[src/tdh_pkg.sv]
// package for the transmit data-link message controller
// assumes a single core clock domain and a plain register port
package tdh_pkg;
   // ************************************************
   // register map
   // ************************************************
   localparam logic [3:0] CTRL_ADDR = 4'h0;
   localparam logic [3:0] COUNT_ADDR = 4'h1;
   localparam logic [3:0] IRQ_STATUS_ADDR = 4'h2;
   localparam logic [3:0] IRQ_MASK_ADDR = 4'h3;
   localparam logic [3:0] BUF0_ADDR = 4'h4;
   localparam logic [3:0] BUF1_ADDR = 4'h5;
   localparam logic [3:0] BUF_PTR_ADDR = 4'h6;
   // ************************************************
   // fields and reset values
   // ************************************************
   localparam int SEL_BIT = 0;
   localparam int FCS_BIT = 1;
   localparam int BUFSEL_BIT = 7;
   localparam int EOT_BIT = 0;
   localparam logic [7:0] CTRL_RESET = 8'h00;
   localparam logic [7:0] COUNT_RESET = 8'h00;
   localparam logic [7:0] FLAG_OCTET = 8'h7E;
   localparam logic [15:0] CRC_INIT = 16'hFFFF;
   localparam logic [15:0] CRC_POLY = 16'h8408;
   localparam int BUF_DEPTH = 128;
   localparam int STUFF_LIMIT = 5;
   localparam logic [2:0] STUFF_RUN = 3'h5;

   // register port request
   typedef struct packed {
      logic [7:0] addr;
      logic [7:0] wdata;
      logic wr;
      logic rd;
   } tdh_req_t;

   typedef enum logic [0:0] {TDH_BOS, TDH_MOS} tdh_mode_t;
endpackage

[src/tdh_serializer.sv]
// octet to bit serializer with optional zero insertion
// assumes one bit per clock; loads a new octet when ready
`timescale 1ns/1ns
module tdh_serializer (
   // clock and reset
   input wire logic core_clk,
   input wire logic reset_n,
   // octet side
   input wire logic [7:0] octet,
   input wire logic stuff_en,
   output logic ready,
   // bit side
   output logic bit_out
);
   logic [7:0] shreg;
   logic [2:0] bitcnt;
   logic [2:0] ones;
   // stuffing follows the octet on the wire, not the one being offered
   logic cur_stuff;
   // ones only counts in stuffed octets, so a run of five ending a data
   // octet still gets its zero before a following flag
   wire insert_zero = (ones == tdh_pkg::STUFF_RUN);
   wire last_bit = (bitcnt == 3'h7) && !insert_zero;

   assign ready = last_bit;

   // zero after five ones, only in data and check octets
   always_ff @(posedge core_clk or negedge reset_n) begin
      if (!reset_n) begin
         shreg <= tdh_pkg::FLAG_OCTET;
         bitcnt <= 3'h0;
         ones <= 3'h0;
         bit_out <= 1'b0;
         cur_stuff <= 1'b0;
      end else if (insert_zero) begin
         bit_out <= 1'b0;
         ones <= 3'h0;
      end else begin
         bit_out <= shreg[0];
         ones <= (shreg[0] && cur_stuff) ? ones + 3'h1 : 3'h0;
         cur_stuff <= last_bit ? stuff_en : cur_stuff;
         shreg <= last_bit ? octet : {1'b0, shreg[7:1]};
         bitcnt <= bitcnt + 3'h1;
      end
   end
endmodule // tdh_serializer

[src/tdh_datalink_tx.sv]
// transmit data-link message controller: registers, ping-pong buffers, framer
// assumes host on a plain register port, one bit per core_clk to the link
// ************************************************
// ************************************************
//
// Implementation choices: strobed register access and the address map.
`timescale 1ns/1ns
module tdh_datalink_tx (
   // clock and reset
   input wire logic core_clk,
   input wire logic reset_n,
   // register port
   input wire logic [7:0] reg_addr,
   input wire logic [7:0] reg_wdata,
   input wire logic reg_wr,
   input wire logic reg_rd,
   output logic [7:0] reg_rdata,
   // interrupt
   output logic irq,
   // data-link channel
   output logic link_bit
);
   // ************************************************
   // registers
   // ************************************************
   typedef enum logic [2:0] {S_IDLE, S_OPEN, S_DATA, S_FCS_LO, S_FCS_HI, S_CLOSE} tdh_state_t;
   tdh_state_t state;
   tdh_pkg::tdh_req_t req;
   logic [7:0] ctrl;
   logic [6:0] tx_message_count;
   logic [7:0] irq_status;
   logic [7:0] irq_mask;
   logic [7:0] mem0 [0:tdh_pkg::BUF_DEPTH-1];
   logic [7:0] mem1 [0:tdh_pkg::BUF_DEPTH-1];
   logic [6:0] wptr0;
   logic [6:0] wptr1;
   logic busy;
   logic active_buf;
   logic tdh_mode;
   logic fcs_on;
   logic [6:0] len;
   logic [6:0] idx;
   logic [6:0] reps;
   logic [15:0] crc;
   logic eot_pulse;

   assign req = '{addr: reg_addr, wdata: reg_wdata, wr: reg_wr, rd: reg_rd};

   function automatic logic [15:0] crc_octet(input logic [15:0] c, input logic [7:0] d);
      logic [15:0] r;
      r = c;
      for (int i = 0; i < 8; i++) begin
         r = (r[0] ^ d[i]) ? ((r >> 1) ^ tdh_pkg::CRC_POLY) : (r >> 1);
      end
      return r;
   endfunction

   // ************************************************
   // decode
   // ************************************************
   wire wr_ctrl = req.wr && (req.addr[3:0] == tdh_pkg::CTRL_ADDR);
   wire wr_count = req.wr && (req.addr[3:0] == tdh_pkg::COUNT_ADDR);
   wire wr_stat = req.wr && (req.addr[3:0] == tdh_pkg::IRQ_STATUS_ADDR);
   wire wr_mask = req.wr && (req.addr[3:0] == tdh_pkg::IRQ_MASK_ADDR);
   wire wr_buf0 = req.wr && (req.addr[3:0] == tdh_pkg::BUF0_ADDR);
   wire wr_buf1 = req.wr && (req.addr[3:0] == tdh_pkg::BUF1_ADDR);
   wire wr_ptr = req.wr && (req.addr[3:0] == tdh_pkg::BUF_PTR_ADDR);
   // a select written to the busy buffer is refused
   wire sel_req = reg_wdata[tdh_pkg::BUFSEL_BIT];
   wire sel_ok = !(busy && (sel_req == active_buf));
   wire start_req = wr_count && sel_ok;
   wire avail_buf = busy ? !active_buf : 1'b0;
   wire mos_sel = ctrl[tdh_pkg::SEL_BIT];
   wire fcs_sel = ctrl[tdh_pkg::FCS_BIT] && mos_sel;
   wire [7:0] cur_byte = active_buf ? mem1[idx] : mem0[idx];
   wire ser_ready;
   wire stuff_en = (state == S_DATA) || (state == S_FCS_LO) || (state == S_FCS_HI);
   wire [15:0] crc_fin = ~crc;
   logic [7:0] next_octet;
   always_comb begin
      case (state)
         S_DATA: next_octet = (tdh_mode == tdh_pkg::TDH_BOS) ? cur_byte : cur_byte;
         S_FCS_LO: next_octet = crc_fin[7:0];
         S_FCS_HI: next_octet = crc_fin[15:8];
         default: next_octet = tdh_pkg::FLAG_OCTET;
      endcase
   end

   wire [7:0] rd_mux =
      (req.addr[3:0] == tdh_pkg::CTRL_ADDR) ? ctrl :
      (req.addr[3:0] == tdh_pkg::COUNT_ADDR) ? {avail_buf, tx_message_count} :
      (req.addr[3:0] == tdh_pkg::IRQ_STATUS_ADDR) ? irq_status :
      (req.addr[3:0] == tdh_pkg::IRQ_MASK_ADDR) ? irq_mask :
      (req.addr[3:0] == tdh_pkg::BUF_PTR_ADDR) ? {1'b0, wptr0} : 8'h00;

   // ************************************************
   // host side registers
   // ************************************************
   always_ff @(posedge core_clk or negedge reset_n) begin
      if (!reset_n) begin
         ctrl <= tdh_pkg::CTRL_RESET;
         tx_message_count <= tdh_pkg::COUNT_RESET[6:0];
         irq_mask <= 8'h00;
         irq_status <= 8'h00;
         reg_rdata <= 8'h00;
         irq <= 1'b0;
         wptr0 <= 7'h00;
         wptr1 <= 7'h00;
      end else begin
         if (wr_ctrl) ctrl <= {6'h00, reg_wdata[1:0]};
         if (wr_count) tx_message_count <= reg_wdata[6:0];
         if (wr_mask) irq_mask <= reg_wdata;
         // set wins over write-one-clear
         irq_status <= (irq_status & ~(wr_stat ? reg_wdata : 8'h00)) | {7'h00, eot_pulse};
         reg_rdata <= req.rd ? rd_mux : 8'h00;
         irq <= |(irq_status & irq_mask);
         if (wr_ptr) begin
            wptr0 <= 7'h00;
            wptr1 <= 7'h00;
         end
         if (wr_buf0) wptr0 <= wptr0 + 7'h01;
         if (wr_buf1) wptr1 <= wptr1 + 7'h01;
      end
   end

   // buffer storage, no reset on memory
   always_ff @(posedge core_clk) begin
      if (wr_buf0) mem0[wptr0] <= reg_wdata;
      if (wr_buf1) mem1[wptr1] <= reg_wdata;
   end

   // ************************************************
   // transmit sequencer
   // ************************************************
   always_ff @(posedge core_clk or negedge reset_n) begin
      if (!reset_n) begin
         state <= S_IDLE;
         busy <= 1'b0;
         active_buf <= 1'b0;
         tdh_mode <= 1'b0;
         fcs_on <= 1'b0;
         len <= 7'h00;
         idx <= 7'h00;
         reps <= 7'h00;
         crc <= tdh_pkg::CRC_INIT;
         eot_pulse <= 1'b0;
      end else begin
         eot_pulse <= 1'b0;
         if (start_req && !busy) begin
            busy <= 1'b1;
            active_buf <= sel_req;
            tdh_mode <= mos_sel;
            fcs_on <= fcs_sel;
            len <= reg_wdata[6:0];
            reps <= 7'h00;
            idx <= 7'h00;
         end
         if (ser_ready) begin
            case (state)
               S_IDLE: begin
                  if (busy) state <= S_OPEN;
               end
               S_OPEN: begin
                  crc <= tdh_pkg::CRC_INIT;
                  idx <= 7'h00;
                  state <= (len == 7'h00) ? S_CLOSE : S_DATA;
               end
               S_DATA: begin
                  crc <= crc_octet(crc, cur_byte);
                  idx <= idx + 7'h01;
                  if (idx == len - 7'h01) state <= fcs_on ? S_FCS_LO : S_CLOSE;
               end
               S_FCS_LO: state <= S_FCS_HI;
               S_FCS_HI: state <= S_CLOSE;
               S_CLOSE: begin
                  state <= S_IDLE;
                  if (tdh_mode == tdh_pkg::TDH_MOS) begin
                     busy <= 1'b0;
                     eot_pulse <= 1'b1;
                  end else if (tx_message_count == 7'h00) begin
                     state <= S_OPEN;
                  end else if (reps + 7'h01 >= tx_message_count) begin
                     busy <= 1'b0;
                     eot_pulse <= 1'b1;
                  end else begin
                     reps <= reps + 7'h01;
                     state <= S_OPEN;
                  end
               end
               default: state <= S_IDLE;
            endcase
         end
      end
   end

   tdh_serializer u_ser (
      .core_clk(core_clk),
      .reset_n(reset_n),
      .octet(next_octet),
      .stuff_en(stuff_en),
      .ready(ser_ready),
      .bit_out(link_bit)
   );
endmodule // tdh_datalink_tx

[config.mk]
export PLATFORM = sky130hd
export DESIGN_NAME = tdh_datalink_tx
export DESIGN_NICKNAME = d
export VERILOG_FILES = /design/src/tdh_pkg.sv /design/src/tdh_serializer.sv /design/src/tdh_datalink_tx.sv
export SDC_FILE = /design/constraint.sdc
export NUM_CORES = 2
export LEC_CHECK = 0
export BUFFER_PORTS_ARGS = -buffer_cell sky130_fd_sc_hd__buf_2
export CAP_MARGIN = 25
export CORE_UTILIZATION = 55
export CTS_CLUSTER_DIAMETER = 100
export DETAILED_ROUTE_END_ITERATION = 8
export GPL_TIMING_DRIVEN = 1
export HOLD_SLACK_MARGIN = 0.1
export PLACE_DENSITY = 0.71
export RECOVER_POWER = 50
export SYNTH_ARGS = -nofsm -noshare
export SYNTH_HDL_FRONTEND = slang
export SYNTH_SLANG_ARGS = --single-unit
[constraint.sdc]
create_clock -name core_clk -period 3.8 [get_ports core_clk]
set_clock_uncertainty 0.05 [all_clocks]
set_input_delay 0.57 -clock core_clk [delete_from_list [all_inputs] [get_ports core_clk]]
set_output_delay 0.57 -clock core_clk [all_outputs]
set_load 0.01 [all_outputs]
; ---- Yosys cells after proc, flatten, opt, wreduce, memory -nomap -nowiden
; Memories as Yosys holds them, arrays and structs flattened.
; Index checks and enable logic that the tools add are counted.
[totals]
ram_bits = 2048
input_bits = 20
regBits = 109
elab_cells = 160
output_inout_bits = 10
mem_count = 2
[classes]
magnitude_cmp = 1
n_reduce_logical = 30
add_sub_neg = 7
bitwise_logic = 22
n_eq_ne = 17
mux = 58
[memory_table]
columns = memory, words, word_bits, read_ports, rd_clocked_by_memory_dff, write_ports, line
row1 = mem0, 128, 8, 1, 0, 1, tdh_datalink_tx.sv:33  ; logic [7:0] mem0 [0:tdh_pkg::BUF_DEPTH-1];
row2 = mem1, 128, 8, 1, 0, 1, tdh_datalink_tx.sv:34  ; logic [7:0] mem1 [0:tdh_pkg::BUF_DEPTH-1];
[ops]
columns = operator, n
row1 = $mux W16, 8
row2 = $mux W7, 12
row3 = $mux W8, 8
row4 = $pmux W16 S2, 1
row5 = $add A7 B1 Y7 const B, 4
row6 = $not A2 Y3, 8
row7 = $pmux W8 S3, 1
row8 = $mux W1, 20
row9 = $mux W3, 6
row10 = $pmux W3 S6, 1
row11 = $and A8 B8 Y8, 2
row12 = $not A16 Y16, 1
row13 = $logic_not A7 Y1, 2
row14 = $pmux W7 S2, 1
row15 = $logic_and A1 B1 Y1, 13
row16 = $eq A3 B3 Y1 const B, 4
row17 = $eq A4 B3 Y1 const B, 3
row18 = $eq A4 B2 Y1 const B, 2
row19 = $not A8 Y8, 1
row20 = $or A8 B1 Y8, 1
row21 = $reduce_or A8 Y1, 1
row22 = $xor A1 B1 Y1, 8
row23 = $eq A7 B7 Y1, 1
row24 = $ge A7 B7 Y1, 1
row25 = 16 further kinds, 25

; ---- Depth between registers and ports, before layout
; An unclocked memory read counts as a cell.
[depth]
word_depth = 19
mapped_depth = 17

; ---- Cells and area by module
; Synthesis repeated with hierarchy kept, for this count alone.
[unflattened]
hier_cells = 4522
hier_area_um2 = 86020.0
[modules_own_cells]
columns = module, instances, cells_each, seq_area_each_um2, area_each_um2
row1 = tdh_datalink_tx, 1, 4459, 63846.2, 85260.5
row2 = tdh_serializer, 1, 63, 407.9, 759.5

; ---- Worst setup path after synthesis
; OpenSTA, ideal clock, no wires.
[synth_path]
path_type = register -> register
start = reg idx[0]
end = reg crc[7]
path_stages_with_launch = 11
path_slack_ns = 0.527
n_path_buf = 2
t_arrival_ns = 3.143
setup_time_ns = 0.080
path_cell_list = dfrtp_1 -> buf_6 -> buf_12 -> mux4_1 -> mux4_2 -> a221oi_1 -> o22ai_1 -> a311oi_2 -> xnor2_1 -> xnor3_1 -> o22a_1
[synth_between]
elab_chain_cells = 13
elab_cells_between_ends = 14
[synth_lines]
columns = element, line
row1 = start: declaration, tdh_datalink_tx.sv:42  ; logic [6:0] idx;
row2 = start signal: assignment, tdh_datalink_tx.sv:170  ; idx <= idx + 7'h01;
row3 = $mem_v2 Z128 W8 (on tied branches), n/a
row4 = $mux W8 *, tdh_datalink_tx.sv:75  ; wire [7:0] cur_byte = active_buf ? mem1[idx] : mem0[idx];
row5 = $xor A1 B1 Y1, tdh_datalink_tx.sv:53  ; r = (r[0] ^ d[i]) ? ((r >> 1) ^ tdh_pkg::CRC_POLY) : (r >> 1);
row6 = $mux W16 (4 in a row), tdh_datalink_tx.sv:53
row7 = $xor A1 B1 Y1 *, tdh_datalink_tx.sv:53
row8 = $mux W16 * (4 in a row), tdh_datalink_tx.sv:53
row9 = $pmux W16 S2 *, tdh_datalink_tx.sv:159  ; case (state)
row10 = end signal: assignment, tdh_datalink_tx.sv:145  ; crc <= tdh_pkg::CRC_INIT;
row11 = end signal: assignment, tdh_datalink_tx.sv:164  ; crc <= tdh_pkg::CRC_INIT;
row12 = end signal: assignment, tdh_datalink_tx.sv:169  ; crc <= crc_octet(crc, cur_byte);
row13 = end: declaration, tdh_datalink_tx.sv:44  ; logic [15:0] crc;
; Mark *: on every way between the ends. The rest lies on a longest branch, timed or not.
; A chain may end at the register's enable or synchronous reset.

; ---- Final worst setup path
[layout_path]
start = reg idx[0]
end = reg u_ser.shreg[6]
[layout_between]
elab_chain_cells = 4
elab_cells_between_ends = 5
[layout_lines]
columns = element, line
row1 = $mem_v2 Z128 W8 (on tied branches), n/a
row2 = $mux W8 *, tdh_datalink_tx.sv:75
row3 = $pmux W8 S3 *, tdh_datalink_tx.sv:81  ; case (state)
row4 = $mux W8 *, tdh_serializer.sv:42  ; shreg <= last_bit ? octet : {1'b0, shreg[7:1]};
row5 = end signal: assignment, tdh_serializer.sv:30  ; shreg <= tdh_pkg::FLAG_OCTET;
row6 = end signal: assignment, tdh_serializer.sv:42
row7 = end: declaration, tdh_serializer.sv:15  ; logic [7:0] shreg;
; Marks and branches as above.

==> results.sh <==
export IMPL_peakVddDrop_mv=0.620
export IMPL_cp_arrival_ns=4.46
export IMPL_die_y_um=397
export IMPL_violations="design-rule violations, max-capacitance violations, max-slew violations"
export IMPL_num_fill_cells=9980
export IMPL_cp_buffers_inverters=5
export IMPL_grt_pass1_vias=45600
export IMPL_p_seq_frac=0.403
export IMPL_rsz0062_at_grt="true"
export IMPL_grt_usage=0.282
export IMPL_core_area_um2=154000
export IMPL_syn_area_um2=85800
export IMPL_finalNonFillerCells=7179
export IMPL_antenna_found_initial=1
export IMPL_synthCells=4362
export IMPL_synth_edf_count=2048
export IMPL_dr_pass1_iters=8
export IMPL_worstSkewPairLatency_ns=0.84
export IMPL_io_buffers=25
export IMPL_status="finished with violations"
export IMPL_maxCapViolations=18
export IMPL_crit_top_cell="buf_12"
export IMPL_power_frac_comb=0.292
export IMPL_num_vias=46500
export IMPL_power_switching_mw=19.1
export IMPL_crit_path_start_kind="flip-flop"
export IMPL_avgSynthCellArea_um2=19.7
export IMPL_p_leak_nw=33.0
export IMPL_nets=4998
export IMPL_slowest_delay_ns=0.53
export IMPL_netlist_top_cells_count="2048 x edfxtp_1, 451 x mux4_2, 321 x nor2_1"
export IMPL_cellPowerDensity_nw_per_um2=667
export IMPL_ys_seq_elements=2157
export IMPL_slew_violations=1634
export IMPL_setup_ws_ns=0.0398
export IMPL_vias_per_cell=6.48
export IMPL_drt_iter0_markers=6926
export IMPL_grt_pass1_wl_um=319000
export IMPL_start_util=0.556
export IMPL_internal_power_mw=47.2
export IMPL_crit_family="multiplexers"
export IMPL_layout_drive_gt1_share=0.296
export IMPL_crit_path_cell_trace="buf_12 > buf_12 > buf_16 > buf_16 > buf_12 > mux4_2 > mux4_2 > o22a_1 > o31a_1 > o22a_1 > mux2_4 > o211ai_1 > a31oi_1"
export IMPL_clk_pin_slew_ns=0.06
export IMPL_crit_type="flip-flop to flip-flop"
export IMPL_yosys_area_top_type_share=0.717
export IMPL_fmaxAchievable_ghz=0.266
export IMPL_end_kind="flip-flop"
export IMPL_post_dp_cell_area_um2=91800
export IMPL_cts_sinks=2157
export IMPL_hp_class="primary input to flip-flop"
export IMPL_wl_um=221000
export IMPL_period_share=0.990
export IMPL_place_congestion=0.923
export IMPL_ios=30
export IMPL_tightest_slew_ns=2.80
export IMPL_synthTopCellsByArea="edfxtp_1 72%, mux4_2 12%, dfrtp_1 2.5%"
export IMPL_p_clk_frac=0.305
export IMPL_drc=4
export IMPL_clock_path_buffers=3
export IMPL_yosysWarnings=0
export IMPL_setup_viol=0
export IMPL_die_x_um=397
export IMPL_rows=144
export IMPL_dpl_worst_slack_ns=-0.153
export IMPL_synthFlopType="edfxtp_1"
export IMPL_dp_hpwl_um=136000
export IMPL_wire_per_inst_um=30.8
export IMPL_place_inst=6755
export IMPL_cp_max_fo=7
export IMPL_final_hold_viol_count=0
export IMPL_yosysMostFrequentCell="edfxtp_1"
export IMPL_numCtsBuffers=207
export IMPL_ys_types=79
export IMPL_clockRootBuffer="clkbuf_16"
export IMPL_cp_required_ns=4.50
export IMPL_yosysSeqAreaShare=0.749
export IMPL_htreeDepth=4
export IMPL_cts_tree="built"
export IMPL_die_area_um2=158000
export IMPL_cp_slowest_cell="dfrtp_4"
export IMPL_switching_share=0.288
export IMPL_grt_start_max_net_pins=125
export IMPL_syn_nets=4398
export IMPL_yosysTopAreaCell="edfxtp_1"
export IMPL_ys_async_sr_fraction=0.0505
export IMPL_slew_headroom=-0.868
export IMPL_antenna_left=0
export IMPL_fin_crit_ns=3.76
export IMPL_syn_to_final_growth_pct=15.9
export IMPL_final_area_um2=99400
export IMPL_overflow=0
export IMPL_diodes=0
export IMPL_holdWs_ns=0.203
[final timing paths]
check                                         start                    endpoint  slack, ns  cells after the start
worst max register to register     idx[0]$_DFF_PN0_  u_ser.shreg[6]$_DFFE_PN1N_       0.04                     13
max in group asynchronous                   reset_n     irq_status[7]$_DFF_PN0_       0.94                      3
worst min-delay path                    reg_addr[2]      reg_rdata[5]$_DFF_PN0_       0.20                      5
worst max-delay path               idx[0]$_DFF_PN0_  u_ser.shreg[6]$_DFFE_PN1N_       0.04                     13
min in group asynchronous                   reset_n        wptr1[0]$_DFFE_PN0P_       0.70                      2
worst min register to register  eot_pulse$_DFF_PN0_     irq_status[0]$_DFF_PN0_       0.38                      1
[sequential cells by signal (all words and copies together) (netlist names), 2 cells and up]
signal and count:
crc 16, reps 7, u_ser.shreg 8, ctrl 2, len 7, irq_status 8, idx 7, mem1 1024
mem0 1024, u_ser.bitcnt 3, tx_message_count 7, reg_rdata 8, u_ser.ones 3, state 3, wptr1 7, irq_mask 8
wptr0 7
[cell usage in the layout, fill, tap and decap left out, types with 10 or more instances in the layout]
cell	count
nand4_1	10
mux4_2	451
bufinv_16	14
nand2b_1	15
a31oi_1	21
nor3_1	55
nor2_1	319
xnor2_1	17
clkbuf_8	16
mux2_2	30
buf_16	13
o221ai_1	20
clkinv_1	40
clkbuf_16	219
a21oi_1	82
a22oi_1	52
mux2i_1	205
buf_6	16
xor2_1	15
clkbuf_1	52
a221oi_1	15
inv_1	20
clkbuf_2	23
mux4_1	12
dfstp_2	22
buf_4	500
clkinv_2	40
ha_1	16
nand3_1	50
nand2_1	172
a211oi_1	10
nor2b_1	21
edfxtp_1	2048
dfrtp_1	82
o21ai_0	66
or3_1	11
buf_12	41
o211ai_1	12
buf_2	18
o22ai_1	63
[per-stage QoR]
step | setup TNS (ns) | power, mW | utilization
detailed placement | -0.762 | 44.7 | 0.595
global route | -0.104 | 68.2 | 0.644
CTS | 0 | 65.7 | 0.642
global placement | -0.538 | 44.6 | 0.595
floorplan | 0 | 38.8 | -
finish | 0 | 66.3 | 0.644
[power groups by stage]
stage | sequential [mW] | clock, mW | combinational (mW)
finish | 26.8 | 20.2 | 19.3
floorplan | 27.0 | 0 | 11.8
global placement | 27.2 | 0 | 17.4
global route | 26.8 | 21.3 | 20.1
detailed placement | 27.2 | 0 | 17.5
CTS | 26.7 | 20.4 | 18.6
[repair_timing]
item                       in CTS  in global routing
pin swaps                      11                 29
cloned                          8                  6
gates resized for setup        44                 81
hold endpoints to repair       57                  0
setup endpoints to repair      14                 20
buffers inserted               17                  8
hold buffers                    5                  0
[routing by layer]
layer / wire, um / vias up / global-route usage
met5: 110 / - / 0.00242
met4: 7290 / 2 / 0.0962
met3: 25000 / 432 / 0.0564
met2: 103000 / 2959 / 0.425
met1: 85800 / 24100 / 0.416
li1: - / 19000 / -
[cells by family (layout without fill, tap and decap cells)]
logic type | Yosys count | after routing | synth area share
AND/OR/NAND/NOR | 720 | 720 | 0.0370
AO/OA/AOI/OAI | 449 | 449 | 0.0349
adder cells (fa/ha/maj) | 16 | 16 | 0.00233
multiplexers | 703 | 703 | 0.151
flip-flops | 2157 | 2157 | 0.749
buffers and inverters | 273 | 1046 | 0.0213
XOR/XNOR | 44 | 44 | 0.00500
[final cells by class]
| class | count | area, um2 | area share |
|---|---|---|---|
| well taps | 2044 | 2560 | 0.0257 |
| repair buffers | 641 | 5780 | 0.0582 |
| clock buffers | 273 | 5720 | 0.0575 |
| inverters | 23 | 95.1 | 0.000956 |
| flip-flops and latches | 2157 | 64300 | 0.646 |
| clock inverters | 109 | 963 | 0.00969 |
| multi-input cells | 1932 | 20100 | 0.202 |
[worst register-to-register path, delay by kind of cell, from the launching register on]
kind                   cells  cell delay, ns
multiplexers               3            1.24
AO/OA/AOI/OAI              5            1.09
flip-flops                 1            0.53
buffers and inverters      5            0.74
(Power assumes the default switching activity.)
